==> src/rtl/spictl_pkg.sv <==
// Constants shared by the serial clock and mode controller.
// Assumes a 32-bit AHB-Lite register bus with one byte register per word.

package spictl_pkg;

	// -------------------------------------------------------------------
	// Register indices and byte addresses
	// -------------------------------------------------------------------
	localparam logic [7:0]  IDX_BAUD   = 8'hF3;
	localparam logic [7:0]  IDX_CTRL   = 8'hF4;
	localparam logic [7:0]  IDX_DATA   = 8'hF5;
	localparam logic [7:0]  IDX_MODE   = 8'hF6;
	localparam logic [7:0]  IDX_FLAGS  = 8'hF7;
	localparam logic [7:0]  IDX_IMASK  = 8'hF8;
	localparam logic [31:0] ADDR_BAUD  = {22'h000000, IDX_BAUD, 2'b00};
	localparam logic [31:0] ADDR_CTRL  = {22'h000000, IDX_CTRL, 2'b00};
	localparam logic [31:0] ADDR_DATA  = {22'h000000, IDX_DATA, 2'b00};
	localparam logic [31:0] ADDR_MODE  = {22'h000000, IDX_MODE, 2'b00};
	localparam logic [31:0] ADDR_FLAGS = {22'h000000, IDX_FLAGS, 2'b00};
	localparam logic [31:0] ADDR_IMASK = {22'h000000, IDX_IMASK, 2'b00};

	// -------------------------------------------------------------------
	// Field positions and writable masks
	// -------------------------------------------------------------------
	localparam int          CTRL_SELEN_BIT  = 6;
	localparam int          CTRL_ORDER_BIT  = 5;
	localparam int          CTRL_ROLE_BIT   = 4;
	localparam int          CTRL_CLOCK_POLARITY_BIT   = 3;
	localparam int          CTRL_CLOCK_PHASE_BIT   = 2;
	localparam logic [7:0]  CTRL_WMASK      = 8'h7C;
	localparam logic [7:0]  MODE_WMASK      = 8'h97;
	localparam int          FLG_OVERRUN_BIT = 7;
	localparam int          FLG_DONE_BIT    = 6;
	localparam int          FLG_CORRUPT_BIT = 4;
	localparam int          FLG_SELDET_BIT  = 3;
	localparam int          FLG_SELLOST_BIT = 2;
	localparam int          FLG_RXFULL_BIT  = 1;
	localparam int          FLG_TXEMPTY_BIT = 0;
	localparam logic [7:0]  FLG_STICKY_MASK = 8'hBE;

	// -------------------------------------------------------------------
	// Reset values
	// -------------------------------------------------------------------
	localparam logic [7:0]  BAUD_RESET  = 8'h00;
	localparam logic [7:0]  CTRL_RESET  = 8'h00;
	localparam logic [7:0]  DATA_RESET  = 8'h00;
	localparam logic [7:0]  MODE_RESET  = 8'h00;
	localparam logic [7:0]  FLAGS_RESET = 8'h41;
	localparam logic [7:0]  IMASK_RESET = 8'h00;
	localparam logic [7:0]  IDLE_FILL   = 8'hFF;

	// -------------------------------------------------------------------
	// AHB-Lite encodings
	// -------------------------------------------------------------------
	localparam logic [1:0]  HTRANS_NONSEQ = 2'h2;
	localparam logic        HRESP_OKAY    = 1'b0;

endpackage

==> src/rtl/spictl_baud.sv <==
// Baud timer: an 8-bit reload down-counter producing serial clock events.
// Assumes run is held high only while a master frame is in progress.

`timescale 1ns/100ps

module spictl_baud
	import spictl_pkg::*;
(
	input  wire logic       hclk,
	input  wire logic       hresetn,
	input  wire logic       run,
	input  wire logic [7:0] reload,
	output wire logic       tick
);

	logic [7:0] cnt_q;
	logic [7:0] cnt_d;

	// -------------------------------------------------------------------
	// Counter
	// -------------------------------------------------------------------
	// An event fires on the step that would pass from zero to the top.
	assign tick  = run && (cnt_q == 8'h00);
	// Idle timer sits at the reload value, so the first event of a frame
	// comes a full reload period after the start.
	assign cnt_d = !run ? reload : (tick ? reload : cnt_q - 8'h01);

	// Every value from zero to the top counts reload plus one cycles.
	always_ff @(posedge hclk or negedge hresetn) begin
		if (!hresetn) begin
			cnt_q <= BAUD_RESET;
		end else begin
			cnt_q <= cnt_d;
		end
	end

endmodule

==> src/rtl/spictl_top.sv <==
// Serial clock and mode controller: AHB-Lite registers, baud timer,
// master and slave shifter and pin steering for a byte-wide serial port.
// Assumes pin inputs are already synchronous to hclk.
//
// Summary of operation
// - Master serial clock comes from an 8-bit down-counter, used only in master role.
// - Counter underflow reloads from baud_reload and emits one serial clock event.
// - Each event toggles the clock; rate is system clock over twice reload plus one.
// - Every reload value from 00 to FF is legal.
// - baud_reload is 8-bit write-only, reset zero.
// - bit_order 0 sends LSB first, 1 sends MSB first.
// - role_select 0 is slave driving MISO; 1 is master driving MOSI and clock.
// - clock_polarity 0 idles low, 1 idles high.
// - clock_phase 0: no edge before data; first edge latches, next shifts.
// - clock_phase 1: edge before data; next edge latches, following shifts.
// - Six byte registers at F3 to F8; flags reset to 41.
// - word_width_select 000 means eight bits, otherwise one to seven.
// - Data read returns receive buffer; data write loads transmit buffer.
// - Overrun flag sets when a word completes unread; cleared by flags read.
//
// The AHB-Lite register port was left to the implementer.

`timescale 1ns/100ps

module spictl_top
	import spictl_pkg::*;
(
	input  wire logic        hclk,
	input  wire logic        hresetn,
	input  wire logic        hsel,
	input  wire logic [31:0] haddr,
	input  wire logic [1:0]  htrans,
	input  wire logic        hwrite,
	input  wire logic [2:0]  hsize,
	input  wire logic [31:0] hwdata,
	input  wire logic        hready,
	output wire logic [31:0] hrdata,
	output wire logic        hreadyout,
	output wire logic        hresp,
	input  wire logic        sck_i,
	output wire logic        sck_o,
	output wire logic        sck_oe,
	input  wire logic        mosi_i,
	output wire logic        mosi_o,
	output wire logic        mosi_oe,
	input  wire logic        miso_i,
	output wire logic        miso_o,
	output wire logic        miso_oe,
	input  wire logic        sel_n_i,
	output wire logic        irq
);

	// -------------------------------------------------------------------
	// Helpers
	// -------------------------------------------------------------------
	// Bits per word from the width field.
	function automatic logic [3:0] word_bits(input logic [2:0] code);
		word_bits = (code == 3'h0) ? 4'h8 : {1'b0, code};
	endfunction

	// Bit that leaves the shifter next; words sit right aligned.
	function automatic logic pick(input logic [7:0] sh, input logic [3:0] n, input logic msb);
		pick = msb ? sh[3'(n - 4'h1)] : sh[0];
	endfunction

	// One shift step of an n-bit word, new bit entering at the far end.
	function automatic logic [7:0] shift_in(input logic [7:0] sh, input logic [3:0] n,
	                                        input logic msb, input logic b);
		logic [7:0] r;
		r = sh;
		if (msb) begin
			r = {sh[6:0], b};
		end else begin
			for (int i = 0; i < 8; i++) begin
				if (i < int'(n) - 1) begin
					r[i] = sh[i + 1];
				end else if (i == int'(n) - 1) begin
					r[i] = b;
				end
			end
		end
		shift_in = r;
	endfunction

	// -------------------------------------------------------------------
	// State
	// -------------------------------------------------------------------
	logic        dp_valid_q;
	logic        dp_write_q;
	logic [31:0] dp_addr_q;
	logic [7:0]  baud_q;
	logic [7:0]  ctrl_q;
	logic [7:0]  mode_q;
	logic [7:0]  imask_q;
	logic [7:0]  sticky_q;
	logic [7:0]  sticky_d;
	logic [7:0]  txb_q;
	logic        tx_full_q;
	logic [7:0]  rxb_q;
	logic        rx_full_q;
	logic [7:0]  sh_q;
	logic [7:0]  sh_d;
	logic        samp_q;
	logic        busy_q;
	logic        busy_d;
	logic [3:0]  edge_q;
	logic        sck_q;
	logic        out_q;
	logic        sck_prev_q;
	logic        sel_prev_q;

	// -------------------------------------------------------------------
	// Bus decode
	// -------------------------------------------------------------------
	// Writes land in the data phase, when hwdata is valid.
	wire         addr_take  = hsel && hready && (htrans == HTRANS_NONSEQ);
	wire         wr_phase   = dp_valid_q && dp_write_q;
	wire         rd_phase   = dp_valid_q && !dp_write_q;
	wire         we_baud    = wr_phase && (dp_addr_q == ADDR_BAUD);
	wire         we_ctrl    = wr_phase && (dp_addr_q == ADDR_CTRL);
	wire         we_data    = wr_phase && (dp_addr_q == ADDR_DATA);
	wire         we_mode    = wr_phase && (dp_addr_q == ADDR_MODE);
	wire         we_imask   = wr_phase && (dp_addr_q == ADDR_IMASK);
	wire         re_data    = rd_phase && (dp_addr_q == ADDR_DATA);
	wire         re_flags   = rd_phase && (dp_addr_q == ADDR_FLAGS);

	// -------------------------------------------------------------------
	// Mode decode
	// -------------------------------------------------------------------
	wire         master     = ctrl_q[CTRL_ROLE_BIT];
	wire         msb_first  = ctrl_q[CTRL_ORDER_BIT];
	wire         clock_polarity       = ctrl_q[CTRL_CLOCK_POLARITY_BIT];
	wire         clock_phase       = ctrl_q[CTRL_CLOCK_PHASE_BIT];
	wire [3:0]   nbits      = word_bits(mode_q[2:0]);
	wire [4:0]   two_n      = {nbits, 1'b0};
	wire [3:0]   last_edge  = 4'(two_n - 5'h01);
	// With the select enable clear the slave counts as always selected.
	wire         selected   = !ctrl_q[CTRL_SELEN_BIT] || !sel_n_i;
	wire         tick;

	// -------------------------------------------------------------------
	// Frame sequencing
	// -------------------------------------------------------------------
	// A master starts on a queued byte; a slave arms as soon as it is
	// selected and shifts out all ones if software queued nothing.
	wire         start      = !busy_q && (master ? tx_full_q : selected);
	wire [7:0]   load_val   = tx_full_q ? txb_q : IDLE_FILL;
	wire         slv_edge   = busy_q && selected && (sck_i != sck_prev_q);
	wire         sck_edge   = busy_q && (master ? tick : slv_edge);
	wire         leading    = !edge_q[0];
	wire         samp_ev    = sck_edge && (leading ^ clock_phase);
	// With phase one the very first edge only presents the first bit.
	wire         shft_ev    = sck_edge && !(leading ^ clock_phase) && !(clock_phase && edge_q == 4'h0);
	wire         fin        = sck_edge && (edge_q == last_edge);
	wire         abort      = busy_q && !master && !selected;
	wire         din        = master ? miso_i : mosi_i;
	// On the closing edge of phase one the latch and the final shift coincide.
	wire         bit_in     = (fin && clock_phase) ? din : samp_q;
	wire [7:0]   sh_shift   = shift_in(sh_q, nbits, msb_first, bit_in);
	wire         tx_take    = start && tx_full_q;
	wire         sel_fall   = ctrl_q[CTRL_SELEN_BIT] && sel_prev_q && !sel_n_i;
	wire         sel_rise   = ctrl_q[CTRL_SELEN_BIT] && !sel_prev_q && sel_n_i;

	assign sh_d   = start ? load_val : ((fin || shft_ev) ? sh_shift : sh_q);
	assign busy_d = start ? 1'b1 : ((fin || abort) ? 1'b0 : busy_q);

	// -------------------------------------------------------------------
	// Flags and interrupt
	// -------------------------------------------------------------------
	// New events win over the read that clears them in the same cycle.
	wire [7:0]   events     = {fin && rx_full_q, 1'b0, 1'b0, abort, sel_fall,
	                           sel_rise && !busy_q, fin, 1'b0};
	wire [7:0]   flags_view = {sticky_q[7], !busy_q, sticky_q[5:1], !tx_full_q};
	assign sticky_d = ((sticky_q & ~({8{re_flags}} & FLG_STICKY_MASK)) | events) & FLG_STICKY_MASK;
	assign irq      = |(flags_view & imask_q & FLG_STICKY_MASK);

	// -------------------------------------------------------------------
	// Read mux and bus answer
	// -------------------------------------------------------------------
	// The baud register is write only and reads as zero, as do holes.
	wire [7:0]   rd_byte    = (dp_addr_q == ADDR_CTRL)  ? ctrl_q :
	                          (dp_addr_q == ADDR_DATA)  ? rxb_q :
	                          (dp_addr_q == ADDR_MODE)  ? mode_q :
	                          (dp_addr_q == ADDR_FLAGS) ? flags_view :
	                          (dp_addr_q == ADDR_IMASK) ? imask_q : 8'h00;
	assign hrdata    = rd_phase ? {24'h000000, rd_byte} : 32'h00000000;
	assign hreadyout = 1'b1;
	assign hresp     = HRESP_OKAY;

	// -------------------------------------------------------------------
	// Pins
	// -------------------------------------------------------------------
	// Master owns clock and MOSI; a slave drives MISO only while selected.
	assign sck_o   = sck_q;
	assign sck_oe  = master;
	assign mosi_o  = out_q;
	assign mosi_oe = master;
	assign miso_o  = out_q;
	assign miso_oe = !master && selected;

	// -------------------------------------------------------------------
	// Baud timer
	// -------------------------------------------------------------------
	spictl_baud u_baud (
		.hclk    (hclk),
		.hresetn (hresetn),
		.run     (busy_q && master),
		.reload  (baud_q),
		.tick    (tick)
	);

	// Bus address phase capture.
	always_ff @(posedge hclk or negedge hresetn) begin
		if (!hresetn) begin
			dp_valid_q <= 1'b0;
			dp_write_q <= 1'b0;
			dp_addr_q  <= 32'h00000000;
		end else if (hready) begin
			dp_valid_q <= addr_take;
			dp_write_q <= hwrite;
			dp_addr_q  <= haddr;
		end
	end

	// Configuration registers; reserved bits never store.
	always_ff @(posedge hclk or negedge hresetn) begin
		if (!hresetn) begin
			baud_q  <= BAUD_RESET;
			ctrl_q  <= CTRL_RESET;
			mode_q  <= MODE_RESET;
			imask_q <= IMASK_RESET;
		end else begin
			if (we_baud) baud_q <= hwdata[7:0];
			if (we_ctrl) ctrl_q <= hwdata[7:0] & CTRL_WMASK;
			if (we_mode) mode_q <= hwdata[7:0] & MODE_WMASK;
			if (we_imask) imask_q <= hwdata[7:0] & FLG_STICKY_MASK;
		end
	end

	// Transmit and receive buffers; a write in the take cycle is kept.
	always_ff @(posedge hclk or negedge hresetn) begin
		if (!hresetn) begin
			txb_q     <= DATA_RESET;
			tx_full_q <= 1'b0;
			rxb_q     <= DATA_RESET;
			rx_full_q <= 1'b0;
			sticky_q  <= 8'h00;
		end else begin
			if (we_data) txb_q <= hwdata[7:0];
			tx_full_q <= we_data || (tx_full_q && !tx_take);
			if (fin) rxb_q <= sh_shift;
			rx_full_q <= fin || (rx_full_q && !re_data);
			sticky_q  <= sticky_d;
		end
	end

	// Shifter, edge count and clock line.
	always_ff @(posedge hclk or negedge hresetn) begin
		if (!hresetn) begin
			sh_q       <= DATA_RESET;
			samp_q     <= 1'b0;
			busy_q     <= 1'b0;
			edge_q     <= 4'h0;
			sck_q      <= 1'b0;
			out_q      <= 1'b0;
			sck_prev_q <= 1'b0;
			sel_prev_q <= 1'b1;
		end else begin
			sh_q       <= sh_d;
			busy_q     <= busy_d;
			out_q      <= pick(sh_d, nbits, msb_first);
			sck_prev_q <= sck_i;
			sel_prev_q <= sel_n_i;
			if (samp_ev) samp_q <= din;
			edge_q     <= start ? 4'h0 : (sck_edge ? edge_q + 4'h1 : edge_q);
			// Idle level follows polarity; each timer event is one edge.
			sck_q      <= (!busy_d || start) ? clock_polarity : (tick && master ? ~sck_q : sck_q);
		end
	end

endmodule

==> config.mk <==
export PLATFORM = sky130hd
export DESIGN_NAME = spictl_top
export DESIGN_NICKNAME = d
export VERILOG_FILES = /design/src/rtl/spictl_pkg.sv /design/src/rtl/spictl_baud.sv /design/src/rtl/spictl_top.sv
export SDC_FILE = /design/constraint.sdc
export NUM_CORES = 1
export LEC_CHECK = 0
export BUFFER_PORTS_ARGS = -buffer_cell sky130_fd_sc_hd__buf_2
export CORE_AREA = 5 5 116 118
export CTS_CLUSTER_DIAMETER = 30
export DETAILED_ROUTE_END_ITERATION = 16
export DIE_AREA = 0 0 121 123
export PLACE_DENSITY_LB_ADDON = 0.15
export SYNTH_ARGS = -nofsm -noshare
export SYNTH_HDL_FRONTEND = slang
export SYNTH_SLANG_ARGS = --single-unit
==> constraint.sdc <==
create_clock -name hclk -period 3 [get_ports hclk]
set_input_delay 0.3 -clock hclk [delete_from_list [all_inputs] [get_ports hclk]]
set_output_delay 0.3 -clock hclk [all_outputs]
set_load 0.005 [all_outputs]
==> impl_metrics.ini <==
[global_routing]
grt_max_degree = 63
antenna_found_initial = 0
first_global_vias = 4627
overflow = 0
grt_first_pass_wirelength_um = 24400
grt.total_usage_pct = 21.2

[sta]
timing.final.crit_share_pct = 97.6
fin_ws_ns = 0.0708
setup_viol = 0
slew_headroom_pct = 30.2
max_slew.worst_pin.slew_ns = 1.05
skew_ns = 0.0123
clock.fmax_ghz = 0.341
rsz0062_at_grt = yes
hold_slack_ns = 0.0710
hold_viol = 0
fin_crit_ns = 2.93
slew_violations = 0

[route]
drt-pass1-iter-count = 5
drc = 0
drtAntennaViolNets = 0
routed_wirelength_um = 15400
vias = 4807
viasPerCell = 5.70
drtIter0Drc = 328
wire_per_inst_um = 18.2

[die]
placementRows = 41
io_pins = 119
die_h_um = 123
core_area_mm2 = 0.0124
design.die.area_mm2 = 0.0149
fp.dieW_um = 121
initial_utilization_pct = 48.7

[finish]
drive_above_1_share_pct = 32.3
multiInputGateArea_mm2 = 0.00307
area_growth_pct = 16.6
antennaDiodeCount = 0
regArea_mm2 = 0.00271
final_util_pct = 56.7
final_net_count = 753
design_area_mm2 = 0.00701
num-fill-cells = 1092

[placed_design]
place_area_mm2 = 0.00661
dp_slack_ns = -0.0132
globalplace.congestion = 0.936
place_hpwl_um = 11700
io_buffers = 65

[synth]
yosysUniqueCellTypes = 75
netlist.area_leader.share_pct = 44.5
ys_warn_count = 0
synth_cells = 585
seq_area_frac_synth_pct = 44.9
yosys-top-cells-area = dfrtp_1 45%, mux2_2 13%, buf_4 3.6%
synth_largest_area_cell = dfrtp_1
synth-edff-count = 0
synthArstFlopShare_pct = 100
avgSynthCellArea_um2 = 10.3
ys_ff_latch = 108
synth_area_mm2 = 0.00602
synthFlopType = dfrtp_1

[power]
leakagePower_nw = 3.13
ir_drop_mv = 0.459
total_power_mw = 4.31
power_density_mw_per_mm2 = 615

[clock_tree]
clock_latency_ns = 0.36
cts.sinks = 108
clk_pin_slew_ns = 0.08
cts_tree = built
clock_path_buffers = 2
cts_htree_levels = 3
clockRootBuffer = clkbuf_16
cts_buffers = 9

[worst_setup_path]
required_ns = 3.23
cp-end-kind = flop
critPathMaxFanout = 5
criticalPathCategory = flop to flop
worstSetupStartpointType = flop
cpMaxStageDelayCell = dfrtp_1
cp_cell_sequence = inv_4 -> ha_4 -> xor2_4 -> nor2_1 -> ha_1 -> and4_1 -> a221o_1 -> nor4_2 -> o211ai_1 -> a311oi_1 -> o21ai_1 -> nand4_1 -> o311ai_1
crit_path_max_incr_delay_ns = 0.42
worstPathArrival_ns = 3.16

[worst_hold_path]
hp-class = input port to flop

[run]
maxCapViolCount = 0

[status]
status = finished clean
## layout make-up
class	instances	share of cell area [%]
repair buffers	106	9.33
flip-flops and latches	108	38.6
inverters	15	0.838
clock buffers	10	3.26
clock inverters	6	1.18
well taps	172	3.07
multi-input cells	426	43.8
## stage by stage
stage	TNS [ns]	std cells
after CTS	0	840
after floorplan	0	609
after global routing	-0.0471	843
final	0	843
after detailed placement	-0.0132	820
after global placement	0	820
## layout by cell type, fill, tap and decap left out, types with 9 or more instances in the layout
master,instances
nand2b_1,10
dfrtp_1,106
nor2_1,55
o21ai_0,25
mux2_2,69
buf_2,64
a21oi_1,30
nand3_1,9
inv_1,13
a22oi_1,11
nand2_1,39
buf_4,39
conb_1,26
clkbuf_16,9
nand4_1,9
## state kept, by name, summed over array words and instances, names as in the netlist, 6 cells and up
signal,flops
txb_q,8
rxb_q,8
dp_addr_q,32
sh_q,8
sticky_q,6
baud_q,8
imask_q,6
u_baud.cnt_q,8
## worst max-delay path: cells and delay by family (launching register included)
kind / cells / cell delay (ns)
compound gates: 5 / 0.98
xor+xnor: 1 / 0.15
fa+ha+maj: 2 / 0.53
buf+inv: 1 / 0.09
flops: 1 / 0.42
simple gates: 4 / 0.61
## cell usage after synthesis (5+ instances only)
| master | count |
|---|---|
| a211oi_1 | 6 |
| a21oi_1 | 30 |
| a22o_1 | 5 |
| a22oi_1 | 11 |
| buf_2 | 5 |
| buf_4 | 29 |
| clkbuf_1 | 21 |
| dfrtp_1 | 107 |
| ha_1 | 9 |
| inv_1 | 15 |
| mux2_2 | 69 |
| nand2_1 | 39 |
| nand2b_1 | 10 |
| nand3_1 | 9 |
| nand4_1 | 9 |
| nor2_1 | 55 |
| nor2b_1 | 10 |
| nor3_1 | 5 |
| nor4_1 | 9 |
| o211ai_1 | 5 |
| o21ai_0 | 27 |
| xnor2_1 | 6 |
| xor2_1 | 7 |
## metal layers
| metal | wire (um) | vias to the layer above | part of all wire, % | GRT usage [%] |
|---|---|---|---|---|
| met5 | 0 | - | 0 | 0 |
| met4 | 217 | 0 | 1.4 | 6.09 |
| met3 | 1050 | 15 | 6.8 | 4.21 |
| met2 | 7330 | 170 | 48 | 33.9 |
| met1 | 6760 | 2391 | 44 | 29.6 |
| li1 | - | 2231 | - | - |
## cells by family after synthesis
kind of cell             share of synthesized area (%)
AO/OA/AOI/OAI                                     14.5
XOR/XNOR                                          2.27
adder cells (fa/ha/maj)                           2.04
buffers and inverters                             6.74
flip-flops                                        44.9
multiplexers                                      14.3
other                                            0.125
AND/OR/NAND/NOR                                   15.1
## power breakdown
part / total [mW] / internal (mW) / switching, mW
Combinational: 1.17 / 0.552 / 0.614
Clock: 1.23 / 0.665 / 0.567
Sequential: 1.91 / 1.67 / 0.239
## final timing paths
| check | slack [ns] | endpoint | start | cells past startpoint |
|---|---|---|---|---|
| setup / recovery | 0.07 | miso_o$_DFF_PN0_ | mode_q[0]$_DFFE_PN0P_ | 13 |
| hold / removal | 0.07 | sck_prev_q$_DFF_PN0_ | sck_i | 1 |
| setup reg to reg | 0.07 | miso_o$_DFF_PN0_ | mode_q[0]$_DFFE_PN0P_ | 13 |
| hold reg to reg | 0.50 | dp_addr_q[9]$_DFFE_PN0P_ | dp_addr_q[9]$_DFFE_PN0P_ | 1 |
| max in group asynchronous | 1.74 | mode_q[2]$_DFFE_PN0P_ | hresetn | 3 |
| min in group asynchronous | 0.48 | samp_q$_DFFE_PN0P_ | hresetn | 2 |
## repair_timing
action,4_1_cts,5_1_grt
endpoints found under the hold margin,46,0
endpoints found under the setup margin,1,2
hold buffers,1,0
pin swaps,6,10
gates resized for setup,2,8
setup buffers,3,3
Power figures use the tool's default switching activity.
